## src/core/lvds_tx_pkg.sv

```systemverilog
package lvds_tx_pkg;

    // ========================================================
    // register map (byte addresses, one word each)
    // ========================================================
    localparam logic [11:0] CTRL_ADDR = 12'h000;
    localparam logic [11:0] STATUS_ADDR = 12'h004;
    localparam logic [11:0] COUNT_ADDR = 12'h008;

    // ========================================================
    // control field positions
    // ========================================================
    localparam int CTRL_ENABLE_BIT = 0;
    localparam int CTRL_MODE_LSB = 1;
    localparam int CTRL_FACTOR_LSB = 4;
    localparam int CTRL_RXCLK_LSB = 8;

    // ========================================================
    // status field positions
    // ========================================================
    localparam int STATUS_LOCKED_BIT = 0;
    localparam int STATUS_RX_STROBE_BIT = 1;
    localparam int STATUS_MODE_LSB = 4;

    // ========================================================
    // limits and reset values
    // ========================================================
    localparam int WORD_MAX = 10;
    localparam logic [3:0] FACTOR_MIN = 4'h3;
    localparam logic [3:0] FACTOR_MAX = 4'hA;
    localparam logic [3:0] FACTOR_RESET = 4'hA;
    localparam logic [31:0] PSLVERR_RDATA = 32'h0000_0000;

    // ========================================================
    // modes
    // ========================================================
    typedef enum logic [1:0] {
        MODE_SERIAL = 2'h0,
        MODE_SDR = 2'h1,
        MODE_DDR = 2'h2
    } tx_mode_t;

    typedef enum logic [1:0] {
        RXCLK_PLAIN = 2'h0,
        RXCLK_DYNAMIC_PHASE_ALIGN = 2'h1,
        RXCLK_SOFT_CLOCK_DATA_RECOVERY = 2'h2
    } rx_clock_mode_t;

    typedef struct packed {
        logic enable;
        tx_mode_t mode;
        logic [3:0] factor;
        rx_clock_mode_t rx_clock;
    } ctrl_t;

    localparam ctrl_t CTRL_RESET = '{
        enable: 1'b0,
        mode: MODE_SERIAL,
        factor: FACTOR_RESET,
        rx_clock: RXCLK_PLAIN
    };

endpackage

```

## src/core/lvds_shift_unit.sv

```systemverilog
`timescale 1ns/1ps
module lvds_shift_unit #(
    parameter int W = 10
) (
    // clock and reset
    input wire logic i_clk,
    input wire logic i_rst,
    // load side
    input wire logic i_load,
    input wire logic [W-1:0] i_word,
    input wire logic [3:0] i_factor,
    // serial side
    output logic o_bit
);

    logic [W-1:0] sh_q;
    logic [W-1:0] sh_d;
    logic [W-1:0] aligned;

    // move bit factor-1 to the top so the word leaves msb first
    assign aligned = i_word << (4'(W) - i_factor);

    assign sh_d = i_load ? aligned : {sh_q[W-2:0], 1'b0};

    always_ff @(posedge i_clk) begin
        if (i_rst) begin
            sh_q <= '0;
        end else begin
            sh_q <= sh_d;
        end
    end

    assign o_bit = sh_q[W-1];

endmodule

```

## src/core/lvds_tx_serializer.sv

```systemverilog
`timescale 1ns/1ps
// Operation
// - A parallel word of at most ten bits is taken per channel.
// - Words are captured in load registers, then shifted out on the fast clock.
// - Each word leaves most significant bit first.
// - Bypass takes one bit in SDR mode and two bits in DDR mode.
// - In the two phase recovery modes the receiver strobe goes unused and the receiver PLL is held in reset while unlocked.
// - The load strobe follows from a static factor of three through ten.
// - SDR bypass passes straight through; DDR bypass uses an output register.
module lvds_tx_serializer #(
    parameter int WORD_W = lvds_tx_pkg::WORD_MAX
) (
    // clock and reset (I_CLOCK is the fast serial clock)
    input wire logic I_CLOCK,
    input wire logic I_RST,
    // apb slave
    input wire logic I_PSEL,
    input wire logic I_PENABLE,
    input wire logic I_PWRITE,
    input wire logic [11:0] I_PADDR,
    input wire logic [31:0] I_PWDATA,
    output logic [31:0] O_PRDATA,
    output logic O_PREADY,
    output logic O_PSLVERR,
    // parallel word from core
    input wire logic [WORD_W-1:0] I_WORD,
    input wire logic I_WORD_VALID,
    output logic O_WORD_READY,
    // pll
    input wire logic I_PLL_LOCKED,
    // channel outputs
    output logic O_TX_SERIAL,
    output logic [1:0] O_DDR_PAIR,
    output logic O_LOAD_STROBE,
    output logic O_RX_LOAD_STROBE,
    output logic O_RX_PLL_RESET
);

    // ========================================================
    // pll lock synchroniser
    // ========================================================
    logic lock_meta_q;
    logic lock_q;

    always_ff @(posedge I_CLOCK) begin
        if (I_RST) begin
            lock_meta_q <= 1'b0;
            lock_q <= 1'b0;
        end else begin
            lock_meta_q <= I_PLL_LOCKED;
            lock_q <= lock_meta_q;
        end
    end

    // ========================================================
    // apb registers
    // ========================================================
    lvds_tx_pkg::ctrl_t ctrl_q;
    lvds_tx_pkg::ctrl_t ctrl_d;
    logic [31:0] count_q;
    logic [31:0] prdata_q;
    logic [31:0] rdata_mux;
    logic [31:0] status_word;
    logic [31:0] ctrl_word;
    logic apb_access;
    logic apb_wr;
    logic apb_rd;
    logic hit_ctrl;
    logic hit_status;
    logic hit_count;
    logic unmapped;
    logic [3:0] wr_factor;
    logic factor_ok;
    lvds_tx_pkg::tx_mode_t wr_mode;
    logic mode_ok;

    assign apb_access = I_PSEL && I_PENABLE;
    assign apb_wr = apb_access && I_PWRITE;
    // read data is captured in the setup cycle so that it already stands
    // in the access cycle, where the zero-wait master takes it; a count
    // read therefore returns the value one cycle before the access edge
    assign apb_rd = I_PSEL && !I_PENABLE && !I_PWRITE;
    assign hit_ctrl = I_PADDR == lvds_tx_pkg::CTRL_ADDR;
    assign hit_status = I_PADDR == lvds_tx_pkg::STATUS_ADDR;
    assign hit_count = I_PADDR == lvds_tx_pkg::COUNT_ADDR;
    assign unmapped = !(hit_ctrl || hit_status || hit_count);

    assign wr_factor = I_PWDATA[lvds_tx_pkg::CTRL_FACTOR_LSB +: 4];
    assign factor_ok = wr_factor >= lvds_tx_pkg::FACTOR_MIN
        && wr_factor <= lvds_tx_pkg::FACTOR_MAX;
    assign wr_mode = lvds_tx_pkg::tx_mode_t'(
        I_PWDATA[lvds_tx_pkg::CTRL_MODE_LSB +: 2]);
    assign mode_ok = wr_mode != 2'h3;

    // factor and mode only change while the channel is stopped, so the
    // factor stays static for the whole time words are flowing
    always_comb begin
        ctrl_d = ctrl_q;
        if (apb_wr && hit_ctrl) begin
            ctrl_d.enable = I_PWDATA[lvds_tx_pkg::CTRL_ENABLE_BIT];
            ctrl_d.rx_clock = lvds_tx_pkg::rx_clock_mode_t'(
                I_PWDATA[lvds_tx_pkg::CTRL_RXCLK_LSB +: 2]);
            if (!ctrl_q.enable && factor_ok) begin
                ctrl_d.factor = wr_factor;
            end
            if (!ctrl_q.enable && mode_ok) begin
                ctrl_d.mode = wr_mode;
            end
        end
    end

    // bit 3 is spare and reads as zero
    assign ctrl_word = {22'h0, ctrl_q.rx_clock, ctrl_q.factor,
        1'b0, ctrl_q.mode, ctrl_q.enable};

    // ========================================================
    // load strobe generation
    // ========================================================
    logic [3:0] cnt_q;
    logic [3:0] cnt_d;
    logic running;
    logic serial_mode;
    logic load;
    logic shift_bit;

    assign running = ctrl_q.enable && lock_q;
    assign serial_mode = ctrl_q.mode == lvds_tx_pkg::MODE_SERIAL;
    assign load = running && serial_mode && cnt_q == 4'h0;
    assign cnt_d = load ? ctrl_q.factor - 4'h1
        : (cnt_q == 4'h0 ? 4'h0 : cnt_q - 4'h1);

    // idle words shift out as zeros rather than stalling the line
    logic [WORD_W-1:0] load_word;
    assign load_word = I_WORD_VALID ? I_WORD : '0;

    lvds_shift_unit #(
        .W(WORD_W)
    ) u_shift (
        .i_clk(I_CLOCK),
        .i_rst(I_RST),
        .i_load(load),
        .i_word(load_word),
        .i_factor(ctrl_q.factor),
        .o_bit(shift_bit)
    );

    // ========================================================
    // bypass paths
    // ========================================================
    logic [1:0] ddr_q;
    logic sdr_mode;
    logic ddr_mode;
    logic bypass_take;

    assign sdr_mode = ctrl_q.mode == lvds_tx_pkg::MODE_SDR;
    assign ddr_mode = ctrl_q.mode == lvds_tx_pkg::MODE_DDR;
    assign bypass_take = running && !serial_mode && I_WORD_VALID;

    always_ff @(posedge I_CLOCK) begin
        if (I_RST) begin
            ddr_q <= 2'h0;
        end else if (running && ddr_mode) begin
            ddr_q <= I_WORD_VALID ? I_WORD[1:0] : 2'h0;
        end
    end

    // ========================================================
    // state registers
    // ========================================================
    always_ff @(posedge I_CLOCK) begin
        if (I_RST) begin
            ctrl_q <= lvds_tx_pkg::CTRL_RESET;
            cnt_q <= 4'h0;
            count_q <= 32'h0000_0000;
            prdata_q <= 32'h0000_0000;
        end else begin
            ctrl_q <= ctrl_d;
            cnt_q <= running ? cnt_d : 4'h0;
            if (O_WORD_READY && I_WORD_VALID) begin
                count_q <= count_q + 32'h0000_0001;
            end
            if (apb_rd) begin
                prdata_q <= rdata_mux;
            end
        end
    end

    // ========================================================
    // receiver side hookup
    // ========================================================
    logic rx_recovery;
    assign rx_recovery = ctrl_q.rx_clock != lvds_tx_pkg::RXCLK_PLAIN;
    // in recovery modes the receiver gets no strobe: it ignores it anyway
    assign O_RX_LOAD_STROBE = rx_recovery ? 1'b0 : load;
    assign O_RX_PLL_RESET = rx_recovery ? !lock_q : 1'b0;

    assign status_word = {26'h0, ctrl_q.mode, 2'h0,
        O_RX_LOAD_STROBE, lock_q};
    assign rdata_mux = hit_ctrl ? ctrl_word
        : hit_status ? status_word
        : hit_count ? count_q
        : lvds_tx_pkg::PSLVERR_RDATA;

    // ========================================================
    // outputs
    // ========================================================
    assign O_PREADY = 1'b1;
    assign O_PSLVERR = apb_access && unmapped;
    assign O_PRDATA = prdata_q;
    assign O_LOAD_STROBE = load;
    assign O_WORD_READY = load || bypass_take;
    assign O_DDR_PAIR = ddr_q;
    assign O_TX_SERIAL = !running ? 1'b0
        : sdr_mode ? (I_WORD_VALID & I_WORD[0])
        : ddr_mode ? ddr_q[1]
        : shift_bit;

endmodule

```

## config.mk

```make
export PLATFORM = sky130hd
export DESIGN_NAME = lvds_tx_serializer
export DESIGN_NICKNAME = d
export VERILOG_FILES = /design/src/core/lvds_tx_pkg.sv /design/src/core/lvds_shift_unit.sv /design/src/core/lvds_tx_serializer.sv
export SDC_FILE = /design/constraint.sdc
export NUM_CORES = 1
export LEC_CHECK = 0
export BUFFER_PORTS_ARGS = -buffer_cell sky130_fd_sc_hd__buf_2
export CAP_MARGIN = 25
export CORE_ASPECT_RATIO = 0.8
export CORE_MARGIN = 5
export CORE_UTILIZATION = 50
export CTS_CLUSTER_DIAMETER = 80
export DETAILED_ROUTE_END_ITERATION = 6
export PLACE_DENSITY = 0.78
export SYNTH_ARGS = -nofsm -noshare
export SYNTH_HDL_FRONTEND = slang
export SYNTH_SLANG_ARGS = --single-unit
```

## constraint.sdc

```tcl
create_clock -name I_CLOCK -period 3.52 [get_ports I_CLOCK]
set_input_delay 0 -clock I_CLOCK [delete_from_list [all_inputs] [get_ports I_CLOCK]]
set_output_delay 0 -clock I_CLOCK [all_outputs]
set_load 0.05 [all_outputs]
```

; ---- Word-level counts from Yosys, hierarchy flattened
; Cells that the tools add are included.
[op_classes]
n_reduce_logical = 33
n_shift = 1
n_lt_le_gt_ge = 2
n_eq_ne = 5
addsub = 4
muxes = 13
n_bitwise = 3
[ops]
columns = cell, count
row1 = $mux W32, 3
row2 = $add A32 B1 Y32 const B, 1
row3 = $mux W10, 2
row4 = $logic_and A1 B1 Y1, 16
row5 = $eq A12 B3 Y1 const B, 1
row6 = $eq A12 B4 Y1 const B, 1
row7 = $logic_not A12 Y1, 1
row8 = $shl A10 B4 Y10, 1
row9 = $mux W4, 2
row10 = $sub A4 B1 Y4 const B, 2
row11 = $logic_not A1 Y1, 6
row12 = $mux W1, 5
row13 = $ge A4 B2 Y1 const B, 1
row14 = $le A4 B4 Y1 const B, 1
row15 = $logic_not A4 Y1, 1
row16 = $reduce_and A2 Y1, 2
row17 = $reduce_or A2 Y1, 2
row18 = $sub A4 B4 Y4 const A, 1
row19 = $logic_or A1 B1 Y1, 3
row20 = $eq A2 B1 Y1 const B, 1
row21 = $eq A2 B2 Y1 const B, 1
row22 = $logic_not A2 Y1, 1
row23 = $mux W2, 1
row24 = $ne A2 B2 Y1 const B, 1
row25 = other kinds (3), 4
[totals]
regBits = 91
out_inout_bits = 41
elab_cells = 73

; ---- Depth between registers and ports, before layout
; Gate-level depths: netlist of run 1.
[depth]
ltp_word = 6
mapped_depth = 11
ltp_nobuf = 7

; ---- By module
; From an unflattened synthesis of run 1, not the netlist that was laid out.
[hier_totals]
cells_unflattened = 563
area_unflattened_um2 = 4699.5
[modules_own_cells]
columns = mod, area_each_um2, cells_per_inst, seq_area_each_um2, n_inst
row1 = lvds_tx_serializer, 3945.0, 488, 1621.6, 1
row2 = lvds_shift_unit, 754.5, 75, 200.2, 1

; ---- Worst setup path after synthesis of run 1
; No wires, ideal clock.
[synth_path]
path_kind = register to register
start = register ctrl_q[2] (netlist name)
end = register u_shift.sh_q[7]
setup_time_ns = 0.071
n_path_buf = 4
stages_incl_launch_ff = 11
path_slack_ns = 0.723
arrival_time_ns = 2.726
cell_sequence = dfxtp_1 clkbuf_1 buf_1 inv_1 ha_1 clkbuf_1 buf_2 mux2i_1 mux4_2 or3_1 a21oi_1
[synth_via]
elab_chain_len = 3
[synth_lines]
columns = item, line
row1 = start: declaration, lvds_tx_serializer.sv:58  ; lvds_tx_pkg::ctrl_t ctrl_q;
row2 = start signal: assignment, lvds_tx_serializer.sv:172  ; ctrl_q <= lvds_tx_pkg::CTRL_RESET;
row3 = start signal: assignment, lvds_tx_serializer.sv:177  ; ctrl_q <= ctrl_d;
row4 = $sub A4 B4 Y4, lvds_shift_unit.sv:21  ; assign aligned = i_word << (4'(W) - i_factor);
row5 = $shl A10 B4 Y10, lvds_shift_unit.sv:21
row6 = $mux W10, lvds_shift_unit.sv:23  ; assign sh_d = i_load ? aligned : {sh_q[W-2:0], 1'b0};
row7 = end signal: assignment, lvds_shift_unit.sv:27  ; sh_q <= '0;
row8 = end signal: assignment, lvds_shift_unit.sv:29  ; sh_q <= sh_d;
row9 = end: declaration, lvds_shift_unit.sv:16  ; logic [W-1:0] sh_q;
; Every way passes these cells.
; A chain may end at the register's enable or synchronous reset.

; ---- Worst setup path in the final report of run 1
[layout_path]
start = register ctrl_q[3] (netlist name)
end = register u_shift.sh_q[7]
; The elaborated chain is that of the path after synthesis.

==> metrics, run 1 <==
status=finished, final reports clean; clock buffer count from CTS=9; GR Layer Usage met3=5.37%; Least-Margin Pin Slew=765 ps; global-route usage over all layers=20.4%; H-tree Lvls=3; Seq. cell area=0.00182 sq mm; WL/cell=15.4 um; total wire length=10800 um; Final HPWL DP=7430 um; row count=30; clk slew on worst S/H paths=100 ps; Comb power frac=5.4%; first-pass GRT wire length=17900 um; Worst Skew=11.3 ps; Max VDD drop=0.174 mV; static leakage=0.00204 uW; clk root buf=clkbuf_8; Worst setup EP type=flop; sequential-to-total area share from yosys stat=42.0%; clk_lat worst skew=360 ps; syn_nets=581; number of enable flip-flop cells after synthesis=0; cell type with the largest total area after synthesis=dfxtp_1; Antenna Nets Post-Route=0; NetSw=478 uW; Die ar.=0.0107 sq mm; Clk pwr share=38.1%; PD cells=360 mW/mm^2; setup violators final=0; setup ws final=905 ps; most area-consuming cells after synthesis=dfxtp_1 42%, nor2_1 7.1%, mux2i_1 5.5%, xnor2_1 5.4%, a22oi_1 5.2%; area of the multi-input gates=0.00230 sq mm; Max Slew Vio Count=0; commonest non-fill, non-tap cells in the layout=91 x dfxtp_1, 82 x nor2_1, 77 x buf_2, 41 x nand2_1, 30 x a22oi_1; global placer's final weighted congestion=0.844; Yosys warnings=0; CTS sink cnt=91; share of layout cells above drive strength 1=19.5%; commonest non-fill, non-tap cell in the layout=dfxtp_1; Crit Path Max Fanout=13; DRC=0; initial antenna violation count=0; ANT cells=0; Die Span Y=93.3 um; Fin Setup TNS=0 ps; Yosys reg bits=91; met1 usage=27.9%; core footprint=0.00848 sq mm; fraction of registers with async set/reset=0%; HP Class=in2reg; Port Buf Inserts=77; Top Usage Layer GRT=met2; post-layout min period=2620 ps; Vias/cell=5.67; Layout fillers=755; Worst EP arrival=2910 ps; CTS tree=yes; maximum achievable frequency=0.382 GHz; syn avg cell area=8.40 sq um; top-area cell type share of the netlist area=42.0%; DRT iter0 DRCs=306; Cells after Synth=517; grt total ovfl=0; number of I/O pins=102; vias in the first global route=3786; Yosys cell types=53; die width=114 um; critical path startpoint category=flop; Layout Nets=649; MaxCap Viol Count=0; RSZ-0062 raised after global routing=false; Switching Share=26.2%; initial core utilization=51.2%; pin count of the biggest net entering global routing=63; pre-CTS setup slack=944 ps; Synth Cell Area=0.00434 sq mm; Max clock buf depth=2; Pint=1350 uW; sequential group share of total power=56.5%; grt met2 use=31.8%; Slew HR=48.6%; CP Class=reg2reg; Vias=3981; most frequently used flop master after synthesis=dfxtp_1; fin util=59.7%; Tcrit/Tclk final=74.3%; Pre-Repair DR Iteration Count=7; Final Hold Viols=0; Worst Path Required=3820 ps; Area Growth Syn to Fin=16.7%
-- layout make-up --
type | instances | area share, %
tap | 112 | 2.77
sequential | 91 | 36.0
inverter | 15 | 1.14
timing repair buffer | 95 | 10.8
clock buffer | 9 | 2.45
multi-input combinational | 373 | 45.5
clock inverter | 7 | 1.41
-- worst paths after layout --
kind,cells past startpoint,endpoint,startpoint,slack (ps)
hold / removal,5,O_DDR_PAIR[1],I_WORD[1],50
hold reg to reg,2,u_shift.sh_q[5],u_shift.sh_q[4],440
setup reg to reg,6,u_shift.sh_q[7],ctrl_q[3],900
setup / recovery,6,u_shift.sh_q[7],ctrl_q[3],900
-- logic make-up (layout without fill, tap and decap cells) --
family / after synthesis / count (layout) / synth area share, %
mux: 33 / 33 / 8.39
compound gates: 84 / 84 / 12.7
flops: 91 / 91 / 42.0
other cells: 1 / 1 / 0.0864
fa+ha+maj: 4 / 4 / 1.10
buf+inv: 53 / 126 / 5.16
simple gates: 221 / 221 / 24.5
xor+xnor: 30 / 30 / 6.05
-- cell usage after synthesis (all sizes together), types with 2 or more instances --
cell,n
dfxtp,91
nor2,82
nand2,41
a22oi,30
xnor2,27
clkbuf,26
a21oi,25
mux2i,24
nor3,23
nor4,17
nand3,15
inv,14
buf,12
o21ai,10
or3,10
nand4,9
mux2,7
and3,5
and4,4
a211oi,3
a2bb2oi,3
ha,3
nor2b,3
or4,3
xor2,3
a31oi,2
mux4,2
nand2b,2
o22a,2
o31ai,2
-- through the flow --
step	total power, uW	area [sq um]	hold WS [ps]	cells
after floorplan	1100	4340	125	517
after global placement	1140	4760	213	675
after detailed placement	1140	4760	226	675
after CTS	1840	5060	37.2	702
after global routing	1890	5060	69.8	702
final	1820	5060	48.8	702
-- flip-flops by register name, indices dropped and copies added, names as in the netlist --
name / flops
u_shift.sh_q: 10
lock_meta_q: 1
ctrl_q: 9
O_PRDATA: 32
O_DDR_PAIR: 2
count_q: 32
lock_q: 1
cnt_q: 4
-- per-layer routing --
| layer | up-vias | part of all wire (%) |
|---|---|---|
| li1 | 1953 | - |
| met1 | 1847 | 46 |
| met2 | 165 | 45 |
| met3 | 16 | 8.2 |
| met4 | 0 | 1.1 |
| met5 | - | 0 |
-- critical path, cell delays in order (launching register included) --
cell	delay (ps)
dfxtp_1	570
inv_1	80
ha_1	670
mux2i_1	230
mux4_2	490
or3_1	360
a21oi_1	140
-- power groups by stage --
stage	clock network, uW	logic (uW)	registers, uW
after floorplan	0	50.5	1050
after global routing	750	106	1030
after detailed placement	0	85.9	1050
after CTS	709	95.5	1030
final	695	97.6	1030
after global placement	0	83.9	1050
-- timing repair --
item	in CTS	in global routing
gates resized for setup	0	0
hold endpoints to repair	11	0
buffers inserted	0	0
hold buffers	11	0
(Power assumes the default switching activity.)
==> run 2, diff against run 1 <==
--- a/config.mk
+++ b/config.mk
@@ -5,6 +5,7 @@
 export SDC_FILE = /design/constraint.sdc
 export NUM_CORES = 1
 export LEC_CHECK = 0
+export ABC_AREA = 1
 export BUFFER_PORTS_ARGS = -buffer_cell sky130_fd_sc_hd__buf_2
 export CAP_MARGIN = 25
 export CORE_ASPECT_RATIO = 0.8
@@ -12,7 +13,7 @@
 export CORE_UTILIZATION = 50
 export CTS_CLUSTER_DIAMETER = 80
 export DETAILED_ROUTE_END_ITERATION = 6
-export PLACE_DENSITY = 0.78
+export PLACE_DENSITY = 0.77
 export SYNTH_ARGS = -nofsm -noshare
 export SYNTH_HDL_FRONTEND = slang
 export SYNTH_SLANG_ARGS = --single-unit
==> constraint.sdc (replaced) <==
create_clock -name I_CLOCK -period 2.7 [get_ports I_CLOCK]
set_input_delay 0 -clock I_CLOCK [delete_from_list [all_inputs] [get_ports I_CLOCK]]
set_output_delay 0 -clock I_CLOCK [all_outputs]
set_load 0.05 [all_outputs]
==> run 2 against run 1 <==
Net effect: global-route usage grew 2.3 points; clock-buffer cell count grew 3; first-iteration DRC count grew 35%; critical path type unchanged; critical endpoint is now u_shift.sh_q[9].
==> metrics, run 2 <==
status=finished, final reports clean; initial core utilization=51.6% (+0.41 points); Max clock buf depth=2 (unchanged); most frequently used flop master after synthesis=dfxtp_1; HP Class=in2reg; maximum achievable frequency=0.472 GHz (+23%); Slew HR=53.5% (+4.9 points); syn avg cell area=6.43 sq um (-23%); initial antenna violation count=0 (unchanged); clk root buf=clkbuf_16; CTS tree=yes; clk slew on worst S/H paths=60 ps (-40 ps); die width=122 um (+6.9%); Vias/cell=5.20 (-8.4%); grt total ovfl=0 (unchanged); Yosys warnings=0 (unchanged); Tcrit/Tclk final=78.5% (+4.2 points); Fin Setup TNS=0 ps (unchanged); core footprint=0.00973 sq mm (+15%); Cells after Synth=781 (+51%); Die ar.=0.0122 sq mm (+14%); Worst Path Required=2960 ps (-860 ps); commonest non-fill, non-tap cells in the layout=261 x nand2_1, 91 x dfxtp_1, 91 x nor2_1, 89 x nand3_1, 77 x buf_2; Die Span Y=99.6 um (+6.7%); Least-Margin Pin Slew=696 ps (-69.1 ps); critical path startpoint category=flop; R2R cell count=9 (+3); Final HPWL DP=9950 um (+34%); Vias=5175 (+30%); setup violators final=0 (unchanged); fraction of registers with async set/reset=0% (unchanged); Worst EP arrival=2380 ps (-530 ps); share of layout cells above drive strength 1=14.3% (-5.2 points); Final Hold Viols=0 (unchanged); fin util=60.4% (+0.71 points); sequential-to-total area share from yosys stat=36.3% (-5.7 points); Min-Delay Path Depth=4 (-1); number of I/O pins=102 (unchanged); most area-consuming cells after synthesis=dfxtp_1 36%, nand2_1 20%, nand3_1 8.9%, a21oi_1 7.0%, nor2_1 6.8%; Worst setup EP type=flop; RSZ-0062 raised after global routing=false; PD cells=476 mW/mm^2 (+32%); CP Class=reg2reg; clk_lat worst skew=330 ps (-30 ps); Yosys cell types=36 (-32%); Synth Cell Area=0.00502 sq mm (+16%); total wire length=13500 um (+25%); CTS sink cnt=91 (unchanged); H-tree Lvls=3 (unchanged); Port Buf Inserts=77 (unchanged); first-pass GRT wire length=22700 um (+27%); Layout Nets=921 (+42%); ANT cells=0 (unchanged); post-layout min period=2120 ps (-496 ps); vias in the first global route=4778 (+26%); DRT iter0 DRCs=412 (+35%); Area Growth Syn to Fin=17.1%; DRC=0 (unchanged); clock buffer count from CTS=9 (unchanged); commonest non-fill, non-tap cell in the layout=nand2_1; cell type with the largest total area after synthesis=dfxtp_1; Worst Skew=7.92 ps (-3.40 ps); MaxCap Viol Count=0 (unchanged); global-route usage over all layers=22.7% (+2.3 points); static leakage=0.00239 uW (+17%); post_cts resized=0 (unchanged); Crit Path Max Fanout=13 (unchanged); Synth top cells by count=261 x nand2_1, 91 x dfxtp_1, 91 x nor2_1, 89 x nand3_1, 70 x a21oi_1; WL/cell=13.5 um (-12%); Yosys reg bits=91 (unchanged); Layout fillers=942 (+25%); pin count of the biggest net entering global routing=37 (-41%); number of enable flip-flop cells after synthesis=0 (unchanged); Pre-Repair DR Iteration Count=5 (-2); Max Slew Vio Count=0 (unchanged); Max VDD drop=0.420 mV (+140%); cell with the most instances after synthesis=nand2_1; syn_nets=845 (+45%); top-area cell type share of the netlist area=36.3% (-5.7 points); global placer's final weighted congestion=0.933 (+11%); Antenna Nets Post-Route=0 (unchanged); row count=32 (+6.7%)
==> run 2: cell count changes in the layout (fill, tap and decap cells not counted), moves of 24 or more <==
cell,previous run,this run
a22oi_1,30,0
nand2_1,41,261
xnor2_1,27,0
mux2i_1,24,0
nand3_1,15,89
inv_1,14,54
a21oi_1,25,70
==> run 2: critical path: stages (launching register included) <==
cell      delay [ps]
dfxtp_1          330
inv_1             40
buf_4            180
ha_1             520
clkinv_1         360
nand3_1          220
nand3_1           90
nand3_1          100
nand2_1           50
a21oi_1          150
==> run 2: final cells by class <==
class | instances | area, sq um | area share, %
inverter | 58 | 218 | 3.70
clock inverter | 2 | 35.0 | 0.596
multi-input combinational | 601 | 2810 | 47.8
sequential | 91 | 1820 | 31.0
timing repair buffer | 96 | 558 | 9.49
tap | 136 | 170 | 2.89
clock buffer | 12 | 267 | 4.53
==> run 2: cells by family (layout without fill, tap and decap cells) <==
logic type	count (synthesis)	after routing	share of synthesized area, %
other	1	1	0.0747
DFF	91	91	36.3
adders and majority gates	3	3	0.748
and+or+nand+nor	477	477	41.1
buffers and inverters	89	168	7.75
AOI/OAI and AO/OA	109	109	11.9
xor gates and xnor gates	11	11	2.07
==> run 2: metrics by stage <==
step | setup slack, ps | power [uW] | hold WS [ps] | area [sq um] | cells
final | 581 | 2800 | 89.7 | 5880 | 996
after global placement | 685 | 1540 | 200 | 5460 | 970
after floorplan | 552 | 1490 | 107 | 5020 | 781
after global routing | 388 | 2900 | 109 | 5880 | 996
after CTS | 594 | 2820 | 86.7 | 5880 | 996
after detailed placement | 631 | 1540 | 211 | 5460 | 970
==> run 2: worst paths after layout <==
check / from / to / slack [ps]
setup reg to reg: ctrl_q[2] / u_shift.sh_q[9] / 580
setup / recovery: ctrl_q[2] / u_shift.sh_q[9] / 580
hold / removal: I_PADDR[3] / ctrl_q[1] / 90
hold reg to reg: lock_meta_q / lock_q / 410
==> run 2: metal layers <==
metal | vias to the layer above | wire length [um] | track usage (%)
met5 | - | 0 | 0
met4 | 0 | 133 | 4.31
met3 | 18 | 725 | 4.15
met2 | 148 | 5800 | 34.5
met1 | 2353 | 6820 | 33.7
li1 | 2656 | - | -
==> run 2: power by group <==
group	total (uW)	internal, uW	switching [uW]
registers	1350	1350	4.43
clock network	1270	781	491
logic	171	58.1	113
==> run 2: timing repair <==
item,4_1_cts,5_1_grt
setup endpoints to repair,0,0
buffers inserted,0,0
hold buffers,12,0
endpoints found under the hold margin,12,0
==> run 3, diff against run 2 <==
==> constraint.sdc (replaced) <==
create_clock -name I_CLOCK -period 1.98 [get_ports I_CLOCK]
set_input_delay 0 -clock I_CLOCK [delete_from_list [all_inputs] [get_ports I_CLOCK]]
set_output_delay 0 -clock I_CLOCK [all_outputs]
set_load 0.05 [all_outputs]
==> run 3 against run 2 <==
Net effect: worst setup slack got worse by 330 ps; flip-flop and latch count did not move; clock skew fell by 2.6 ps; sequential share of layout area fell by 0.45 points; cell area rose by 1.5%; critical endpoint is now O_LOAD_STROBE.
==> metrics, run 3 (synthesis gave the netlist of run 2 again) <==
Tcrit/Tclk final=87.3%; hold worst-path end=lock_meta_q; initial antenna violation count=0 (unchanged); critical-path cell list=nand2_2, nor2_4, nand2_4, inv_1, buf_2; pre-CTS setup slack=309 ps (-322 ps); CTS sink cnt=91 (unchanged); Worst Skew=5.35 ps (-2.57 ps); Max VDD drop=0.496 mV (+18%); clk root buf=clkbuf_16; first-pass GRT wire length=23000 um (+1.2%); Slew HR=55.4% (+1.9 points); Worst setup EP type=output port; ANT cells=0 (unchanged); Die ar.=0.0122 sq mm (unchanged); Layout Nets=924 (+0.33%); post_cts resized=0 (unchanged); total wire length=13500 um (+0.27%); row count=32 (unchanged); Die Span Y=99.6 um (unchanged); CTS tree=yes; Area Growth Syn to Fin=18.8%; Min-Delay Path Depth=2 (-2); static leakage=0.00243 uW (+1.6%); max incr delay on CP=390 ps (-130 ps); vias in the first global route=4859 (+1.7%); share of layout cells above drive strength 1=14.7% (+0.41 points); setup slack, reg-to-reg=270 ps (-310 ps); CP startpoint=ctrl_q[8]; Vias=5198 (+0.44%); H-tree Lvls=3 (unchanged); CP Buf/Inv Count=2 (-1); r2r endpoint=u_shift.sh_q[8]; WP depth=5 (-4); Final Hold Viols=0 (unchanged); die width=122 um (unchanged); Antenna Nets Post-Route=0 (unchanged); grt total ovfl=0 (unchanged); placed insts=973 (+0.31%); Hold Worst Slack=62.7 ps (-26.9 ps); core footprint=0.00973 sq mm (unchanged); clock buffer count from CTS=9 (unchanged); DRT iter0 DRCs=409 (-0.73%); commonest non-fill, non-tap cell in the layout=nand2_1; CP Class=reg2out; number of I/O pins=102 (unchanged); Pre-Repair DR Iteration Count=5 (unchanged); Worst Path Required=1980 ps (-980 ps); RSZ-0062 raised after global routing=false; Port Buf Inserts=77 (unchanged); R2R cell count=8 (-1); initial core utilization=51.6% (unchanged); Worst EP arrival=1730 ps (-650 ps); PD cells=656 mW/mm^2 (+38%); WL/cell=13.5 um (about the same); clk_lat worst skew=340 ps (about the same); Crit Path Max Fanout=16 (+3); Final HPWL DP=9870 um (-0.84%); post-layout min period=1730 ps; Tot Pwr=3910 uW (+40%); status=finished, final reports clean; R2R Path Start=ctrl_q[2]; critical path startpoint category=flop; Least-Margin Pin Slew=664 ps (-32.0 ps); commonest non-fill, non-tap cells in the layout=261 x nand2_1, 91 x dfxtp_1, 91 x nor2_1, 89 x nand3_1, 77 x buf_2; clk slew on worst S/H paths=60 ps (about the same); Vias/cell=5.20 (+0.14%); setup violators final=0 (unchanged); MaxCap Viol Count=0 (unchanged); CP max-delay cell=dfxtp_1; HP Class=in2reg; global-route usage over all layers=23.1% (+0.40 points); non-filler cells, final=999 (+0.30%); maximum achievable frequency=0.578 GHz; Max clock buf depth=2 (unchanged); global placer's final weighted congestion=0.947 (+1.6%); DRC=0 (unchanged); Max Slew Vio Count=0 (unchanged); hold_sp=I_RST; pin count of the biggest net entering global routing=51 (+38%); setup ws final=251 ps (-331 ps); delay-heaviest family, CP=buffers and inverters; Fin Setup TNS=0 ps (unchanged)
run 3: area by class of cell:
cell class	count	area (sq um)
timing repair buffer	99	618
tap	136	170
clock inverter	2	60.1
fill	891	3760
sequential	91	1820
multi-input combinational	601	2820
inverter	58	218
clock buffer	12	256
run 3: metal layers:
layer  wire length [um]  part of all wire (%)  GRT usage (%)
met1               6620                    49           33.1
met2               5880                    44           35.7
met3                841                   6.2           4.83
met4                173                   1.3           5.17
met5                  0                     0              0
run 3: power breakdown:
part	total, uW	switching (uW)	internal, uW	leakage (uW)
Clock	1820	663	1160	0.000155
Sequential	1850	5.97	1840	0.000734
Combinational	239	155	84.5	0.00154
Total	3910	823	3090	0.00243
run 3: metrics by stage:
stage	instance area, sq um	util [%]
global placement	5530	56.8
floorplan	5030	-
detailed placement	5530	56.8
global route	5960	61.3
CTS	5960	61.3
finish	5960	61.3
run 3: what timing repair did:
item                      in CTS  in global routing
hold endpoints to repair      12                  0
hold buffers                  12                  0
setup buffers                  0                  0
run 3: worst max-delay path by stage:
stage                           end  slack [ps]
global placement    u_shift.sh_q[8]         350
detailed placement  u_shift.sh_q[9]         310
finish                O_LOAD_STROBE         250
floorplan           u_shift.sh_q[8]         290
CTS                   O_LOAD_STROBE         240
global route        u_shift.sh_q[8]         100
